==> src/hw/relay_timing_pkg.sv <==
package relay_timing_pkg;

	// ==========================================================
	// Function select codes
	localparam logic [1:0] FUNC_SINGLE_SHOT = 2'h0;
	localparam logic [1:0] FUNC_ON_DELAY = 2'h1;
	localparam logic [1:0] FUNC_MEM_LATCH = 2'h2;

	// ==========================================================
	// Widths and timing
	localparam int DELAY_W = 32;
	localparam int CORE_CLK_MHZ = 100;
	localparam int DEBOUNCE_US = 10;
	localparam int DEBOUNCE_CYCLES = DEBOUNCE_US * CORE_CLK_MHZ;
	localparam int DEB_CNT_W = 12;
	localparam logic [DEB_CNT_W-1:0] DEB_LIMIT =
		DEB_CNT_W'(DEBOUNCE_CYCLES - 1);

	// ==========================================================
	// Reset values
	localparam logic [DELAY_W-1:0] DELAY_RESET = 32'h0000_0000;
	localparam logic RELAY_SHELF = 1'b0;

	// ==========================================================
	// Controller states, one-hot
	typedef enum logic [3:0] {
		ST_IDLE = 4'h1,
		ST_ARMED = 4'h2,
		ST_TIMING = 4'h4,
		ST_DONE = 4'h8
	} ctrl_state_e;

endpackage

==> src/hw/relay_timing.sv <==
module relay_timing
	import relay_timing_pkg::*;
(
	input wire logic core_clk_i,
	input wire logic srst_i,
	input wire logic clk_en_i,
	input wire logic supply_ok_i,
	input wire logic trigger_sw_i,
	input wire logic [1:0] func_sel_i,
	input wire logic [DELAY_W-1:0] delay_cycles_i,
	output logic relay_o,
	output logic timing_o
);

	// ==========================================================
	// Trigger conditioning
	logic trig_level;
	logic trig_close;
	logic trig_open;

	switch_debounce u_deb (
		.core_clk_i(core_clk_i),
		.srst_i(srst_i),
		.clk_en_i(clk_en_i),
		.raw_i(trigger_sw_i),
		.level_o(trig_level),
		.rise_o(trig_close),
		.fall_o(trig_open)
	);

	// ==========================================================
	// Controller
	ctrl_state_e state;
	ctrl_state_e next_state;
	logic [DELAY_W-1:0] count;
	logic [DELAY_W-1:0] next_count;
	logic relay;
	logic next_relay;
	logic expired;

	// Delay of zero counts as one cycle so expiry is always seen
	assign expired = (count + 1'b1) >= delay_cycles_i;

	always_comb begin
		next_state = state;
		next_count = count;
		next_relay = relay;
		if (!supply_ok_i) begin
			// Power loss acts as reset for every function
			next_state = ST_IDLE;
			next_count = DELAY_RESET;
			next_relay = RELAY_SHELF;
		end else begin
			unique case (state)
				ST_IDLE: begin
					next_state = ST_ARMED;
					next_count = DELAY_RESET;
				end
				ST_ARMED: begin
					next_count = DELAY_RESET;
					if (trig_close) begin
						unique case (func_sel_i)
							FUNC_SINGLE_SHOT: begin
								next_relay = 1'b1;
								next_state = ST_TIMING;
							end
							FUNC_ON_DELAY: begin
								next_state = ST_TIMING;
							end
							FUNC_MEM_LATCH: begin
								next_relay = !relay;
							end
							default: begin
								next_state = ST_ARMED;
							end
						endcase
					end
				end
				ST_TIMING: begin
					next_count = count + 1'b1;
					if (func_sel_i == FUNC_ON_DELAY && trig_open) begin
						// Early release drops the count
						next_state = ST_ARMED;
						next_count = DELAY_RESET;
					end else if (expired) begin
						next_count = DELAY_RESET;
						if (func_sel_i == FUNC_ON_DELAY) begin
							next_relay = 1'b1;
						end else begin
							next_relay = RELAY_SHELF;
						end
						next_state = ST_DONE;
					end
					// Single shot: trigger edges ignored here
				end
				ST_DONE: begin
					if (func_sel_i == FUNC_ON_DELAY) begin
						if (trig_open) begin
							next_relay = RELAY_SHELF;
							next_state = ST_ARMED;
						end
					end else if (trig_close && !relay) begin
						// Reset by trigger while de-energised
						next_state = ST_ARMED;
					end
				end
				default: begin
					next_state = ST_IDLE;
					next_count = DELAY_RESET;
					next_relay = RELAY_SHELF;
				end
			endcase
		end
	end

	// Clock enable freezes everything, count included
	always_ff @(posedge core_clk_i) begin
		if (srst_i) begin
			state <= ST_IDLE;
			count <= DELAY_RESET;
			relay <= RELAY_SHELF;
		end else if (clk_en_i) begin
			state <= next_state;
			count <= next_count;
			relay <= next_relay;
		end
	end

	assign relay_o = relay;
	assign timing_o = (state == ST_TIMING);
endmodule

==> src/hw/switch_debounce.sv <==
module switch_debounce
	import relay_timing_pkg::*;
(
	input wire logic core_clk_i,
	input wire logic srst_i,
	input wire logic clk_en_i,
	input wire logic raw_i,
	output logic level_o,
	output logic rise_o,
	output logic fall_o
);

	// ==========================================================
	// Synchroniser and stability filter
	logic sync_a;
	logic sync_b;
	logic stable;
	logic [DEB_CNT_W-1:0] cnt;
	logic next_stable;
	logic [DEB_CNT_W-1:0] next_cnt;

	// Count while the synced level differs from the accepted one
	always_comb begin
		next_stable = stable;
		next_cnt = '0;
		if (sync_b != stable) begin
			if (cnt == DEB_LIMIT) begin
				next_stable = sync_b;
			end else begin
				next_cnt = cnt + 1'b1;
			end
		end
	end

	// First stage feeds only the second: metastability guard
	always_ff @(posedge core_clk_i) begin
		if (srst_i) begin
			sync_a <= 1'b0;
			sync_b <= 1'b0;
			stable <= 1'b0;
			cnt <= '0;
		end else if (clk_en_i) begin
			sync_a <= raw_i;
			sync_b <= sync_a;
			stable <= next_stable;
			cnt <= next_cnt;
		end
	end

	// One pulse per accepted change, so a bouncing closure counts once
	assign level_o = stable;
	assign rise_o = clk_en_i && !stable && next_stable;
	assign fall_o = clk_en_i && stable && !next_stable;
endmodule

==> config.mk <==
export PLATFORM = sky130hd
export DESIGN_NAME = relay_timing
export DESIGN_NICKNAME = d
export VERILOG_FILES = /design/src/hw/relay_timing_pkg.sv /design/src/hw/relay_timing.sv /design/src/hw/switch_debounce.sv
export SDC_FILE = /design/constraint.sdc
export NUM_CORES = 1
export LEC_CHECK = 0
export ABC_CLOCK_PERIOD_IN_PS = 10500
export BUFFER_PORTS_ARGS = -buffer_cell sky130_fd_sc_hd__buf_2
export CORE_MARGIN = 2
export CORE_UTILIZATION = 30
export CTS_BUF_LIST = sky130_fd_sc_hd__clkbuf_8
export DETAILED_ROUTE_END_ITERATION = 7
export PLACE_DENSITY = 0.57
export SYNTH_ARGS = -nofsm -noshare
export SYNTH_HDL_FRONTEND = slang
export SYNTH_SLANG_ARGS = --single-unit
==> constraint.sdc <==
create_clock -name core_clk_i -period 10.5 [get_ports core_clk_i]
set_input_delay 1.05 -clock core_clk_i [delete_from_list [all_inputs] [get_ports core_clk_i]]
set_output_delay 1.05 -clock core_clk_i [all_outputs]
set_load 0.05 [all_outputs]
==> results <==
- For the worst setup path, the data arrival time is ~4.8 ns.
- The synthesized design spends more area on one cell type than any other, namely sky130_fd_sc_hd__dfxtp_1.
- The repair_antennas step left the layout with diodes totalling 0.
- The via count of the first global-routing pass is 3,424.
- The number of remaining DRC errors is 0.
- The part of the Yosys area used for sequential elements is between 20% and 30%.
- In this run, post-CTS repair resized a total of 0 instances.
- The number of cell rows is 41.
- The maximum fanout along the worst path is 36.
- The sum of overflow across all layers after global routing is 0.
- The post-synth net total is 590.
- The area growth from synthesis to layout is 11.9%.
- In the post-synthesis netlist, the biggest area contributors are sky130_fd_sc_hd__dfxtp_1 27%, sky130_fd_sc_hd__ha_1 11%, sky130_fd_sc_hd__nand2_1 7.0%.
- The delay of the slowest cell on the worst path is ~0.5 ns.
- For this design, the sink count on the clock tree is 52.
- The fraction of final layout cells sized beyond drive strength 1 is between 10 and 15%.
- The initial detailed-routing violation count is 193.
- In this run the static leakage power is around 1.8 nW.
- The critical path goes through ha_1 -> nand3_1 -> nor3_1 -> and4_1 -> nand4_1 -> xnor2_1 -> ha_1 -> nand4_1 -> nor4_1 -> nand4_1 -> a31oi_1 -> nor3b_4 -> buf_4 -> nand2b_2 -> mux2_4.
- Yosys printed 0 warnings.
- For this configuration, the core starts out at a cell density of 30.8%.
- The floorplan step set the die width to between 100 and 150 µm.
- Once the clock tree was built, the setup fixing pass inserted 0 buffers.
- The number of enable flip-flop cells after synthesis is 0.
- Averaged over all synthesized cells, the footprint is ~7.5 µm².
- The flow ran to the end, and the final reports show no timing, DRC or antenna violations.
- After clock tree synthesis, the flow added hold-fix buffers numbering 0.
- The post-synthesis sequential element count is 52.
- Data on the critical path is required at its endpoint by ~11 ns.
- Setup repair after global routing left no endpoint under its margin.
- Final hold analysis gives a worst-case slack of 0.492 ns.
- Setup violations remaining at the end of the flow were counted as 0.
- CTS built an H-tree with a depth of 2.
- The master cell of the clock root buffer is sky130_fd_sc_hd__clkbuf_8.
- The first global-routing pass estimated between 15 and 20 mm of wire.
- The vertical die dimension is 118 µm.
- The area share of the leading cell type in the synthesized netlist is 26.7%.
- The total wirelength of the detailed-routed design is 9.38 mm.
- The final count of hold timing violations was 0.
- Detailed placement ended at an HPWL of between 7 and 8 mm.
- The buffer depth of the longest clock path is 2.
- The largest individual stage delay along the critical path comes from the cell sky130_fd_sc_hd__nor4_1.
- The instance area at placement is 4250 µm².
- The upper clock frequency limit is ~220 MHz.
- The most frequent cell on the critical path is sky130_fd_sc_hd__nand4_1.
- The final max-slew violation count is 0.
- The number of buffers added on ports is 40.
- In this run the cell area of the synthesized design comes to 3900 µm².
- In this run the power density over the cells is between 80 and 90 nW/µm².
- The type of origin of the critical path is a flip-flop.
- After routing, the total negative slack on setup checks comes to 0 ns.
- Entering global routing, the biggest net connects 47 pins.
- Together, buffers and inverters on the worst path number 1.
- The worst-case IR drop observed on VDD is approximately 0.000045 V.
- In the synthesized netlist, the cells that appear most often are 73 x sky130_fd_sc_hd__nand2_1, 52 x sky130_fd_sc_hd__dfxtp_1, 43 x sky130_fd_sc_hd__a21oi_1.
- Measured against its own limit, the worst slew margin works out to a little over two fifths.
- The congestion estimate from routability-driven global placement came to a little over 0.8.
- After routing the design area is approximately 4400 µm².
- The detailed-route via count is ~3.5k.
- The routed wire length per instance is around 13 µm.
- The initial antenna violation count is 0.
- The number of CTS-inserted buffers is 5.
- At the pin with the least slew margin, the transition time is roughly 0.86 ns.
- The async set-or-reset flop fraction in the synthesized netlist is 0%.
- The final cycle utilization of the critical path is around 44%.
- The commonest register cell after synthesis is sky130_fd_sc_hd__dfxtp_1.
- The count of antenna-violating nets left after detailed routing is 0.
- The worst setup path is captured at a flip-flop.
- In the synthesized netlist, the number of instances is just over 500.
- The area enclosed by the die boundary is approximately 14,000 µm².
- The clock arrives with approximately 0.0085 ns of skew.
- In the global route stage, overall resource usage came out at about 14%.
- The core outline area is ~13,000 µm².
- The critical path is of the flip-flop to flip-flop type.
- The clock-pin transition on the worst setup and hold timing paths is around 0.10 ns.
- Subtracting the final worst setup slack from the clock period gives roughly 4.6 ns.
- The most frequent cell after synthesis is sky130_fd_sc_hd__nand2_1.
- For the worst-skew pair, the clock arrives at the later sink with an insertion delay of slightly above 0.3 ns.
- TritonCTS built the clock tree.
- The first detailed-routing pass ran for 5 iterations.
- The number of max-cap violations is 0.
- The final layout net count is 617.
- The worst min-delay path class is flip-flop to flip-flop.
- The number of distinct library cells after synthesis is between 50 and 60.
- In the routed layout, each cell is associated on average with a via count of 4.94.
- For this design the top-level I/O count stands at 41.
- The kind of cell adding the most delay to the critical path is simple AND/OR/NAND/NOR gates.
-- cell type report --
| type | instances | area (µm²) |
|---|---|---|
| Fill cell | 1342 | 8310 |
| Multi-Input combinational cell | 405 | 2630 |
| Sequential cell | 52 | 1040 |
| Timing Repair Buffer | 42 | 215 |
| Tap cell | 172 | 215 |
| Inverter | 38 | 143 |
| Clock buffer | 5 | 68.8 |
| Clock inverter | 3 | 46.3 |
-- logic make-up after synthesis --
group | Yosys count | synth area share, %
and+or+nand+nor | 236 | 32.0
AOI/OAI and AO/OA | 87 | 13.3
buffers and inverters | 60 | 5.94
DFF | 52 | 26.7
xor gates and xnor gates | 41 | 9.21
adders and majority gates | 34 | 10.9
muxes | 7 | 1.93
-- layer usage --
metal,part of all wire [%],vias to the layer above,track usage (%)
met4,0.91,0,3.46
met2,47,52,23.5
li1,-,1861,-
met1,49,1620,17.6
met5,0,-,0
met3,2.9,8,1.79
-- through the flow --
stage                     setup slack (ns)  cells  power, W  util, %
after global placement                6.06    709  0.000239     33.5
final                                 5.87    717  0.000380     34.4
after CTS                             5.88    717  0.000387     34.4
after floorplan                       6.79    517  0.000226        -
after detailed placement              5.91    709  0.000240     33.5
after global routing                  5.56    717  0.000397     34.4
-- path summary, 6_finish.rpt --
kind	startpoint	end	slack (ns)	cells past startpoint
worst max-delay path	count[0]$_SDFFE_PP0P_	state[2]$_SDFFE_PP0P_	5.87	15
worst min-delay path	count[10]$_SDFFE_PP0P_	count[10]$_SDFFE_PP0P_	0.49	2
worst max register to register	count[0]$_SDFFE_PP0P_	state[2]$_SDFFE_PP0P_	5.87	15
worst min register to register	count[10]$_SDFFE_PP0P_	count[10]$_SDFFE_PP0P_	0.49	2
-- power breakdown --
part	internal [W]	leakage [nW]	switching [W]
clock	0.0000719	0.0548	0.0000724
sequential	0.000198	0.419	0.00000163
combinational	0.0000138	1.32	0.0000220
total	0.000284	1.80	0.0000960
-- state kept, by name (all words and copies together) (netlist names) --
signal / flops
count: 32
relay_o: 1
state: 4
u_deb.cnt: 12
u_deb.level_o: 1
u_deb.sync_a: 1
u_deb.sync_b: 1
-- worst register-to-register path, cell delays in order (launching register included) --
cell and delay [ns]:
sky130_fd_sc_hd__dfxtp_1 0.44, sky130_fd_sc_hd__ha_1 0.26, sky130_fd_sc_hd__nand3_1 0.17, sky130_fd_sc_hd__nor3_1 0.47
sky130_fd_sc_hd__and4_1 0.41, sky130_fd_sc_hd__nand4_1 0.15, sky130_fd_sc_hd__xnor2_1 0.18, sky130_fd_sc_hd__ha_1 0.33
sky130_fd_sc_hd__nand4_1 0.13, sky130_fd_sc_hd__nor4_1 0.51, sky130_fd_sc_hd__nand4_1 0.19, sky130_fd_sc_hd__a31oi_1 0.39
sky130_fd_sc_hd__nor3b_4 0.08, sky130_fd_sc_hd__buf_4 0.26, sky130_fd_sc_hd__nand2b_2 0.27, sky130_fd_sc_hd__mux2_4 0.31
-- cells in the final DEF (no fill, tap or decap), types with 2 or more instances in the layout --
master	Yosys	final
sky130_fd_sc_hd__mux2i_1	6	6
sky130_fd_sc_hd__nand4_1	13	13
sky130_fd_sc_hd__nand3b_1	2	2
sky130_fd_sc_hd__nor2b_1	6	6
sky130_fd_sc_hd__or3_1	2	2
sky130_fd_sc_hd__o31ai_1	3	3
sky130_fd_sc_hd__nor4_1	7	7
sky130_fd_sc_hd__a21oi_1	43	43
sky130_fd_sc_hd__xnor2_1	27	27
sky130_fd_sc_hd__nand2_1	73	73
sky130_fd_sc_hd__o21ai_0	22	22
sky130_fd_sc_hd__nor2_1	36	36
sky130_fd_sc_hd__clkbuf_8	0	5
sky130_fd_sc_hd__xor2_1	14	14
sky130_fd_sc_hd__and4_4	3	3
sky130_fd_sc_hd__inv_1	38	38
sky130_fd_sc_hd__o21a_1	2	2
sky130_fd_sc_hd__buf_4	1	2
sky130_fd_sc_hd__and3_1	12	12
sky130_fd_sc_hd__and2_1	3	3
sky130_fd_sc_hd__nor3b_1	2	2
sky130_fd_sc_hd__a2bb2oi_1	2	2
sky130_fd_sc_hd__nand3_1	37	37
sky130_fd_sc_hd__and4_1	7	7
sky130_fd_sc_hd__or4_1	2	2
sky130_fd_sc_hd__ha_1	34	34
sky130_fd_sc_hd__dfxtp_1	52	52
sky130_fd_sc_hd__a31oi_1	5	5
sky130_fd_sc_hd__nand2b_1	4	4
sky130_fd_sc_hd__buf_2	2	40
sky130_fd_sc_hd__nor3_1	11	11
sky130_fd_sc_hd__a221o_1	2	2
sky130_fd_sc_hd__or2_2	2	2
No activity file was read; power rests on OpenSTA's default activity.
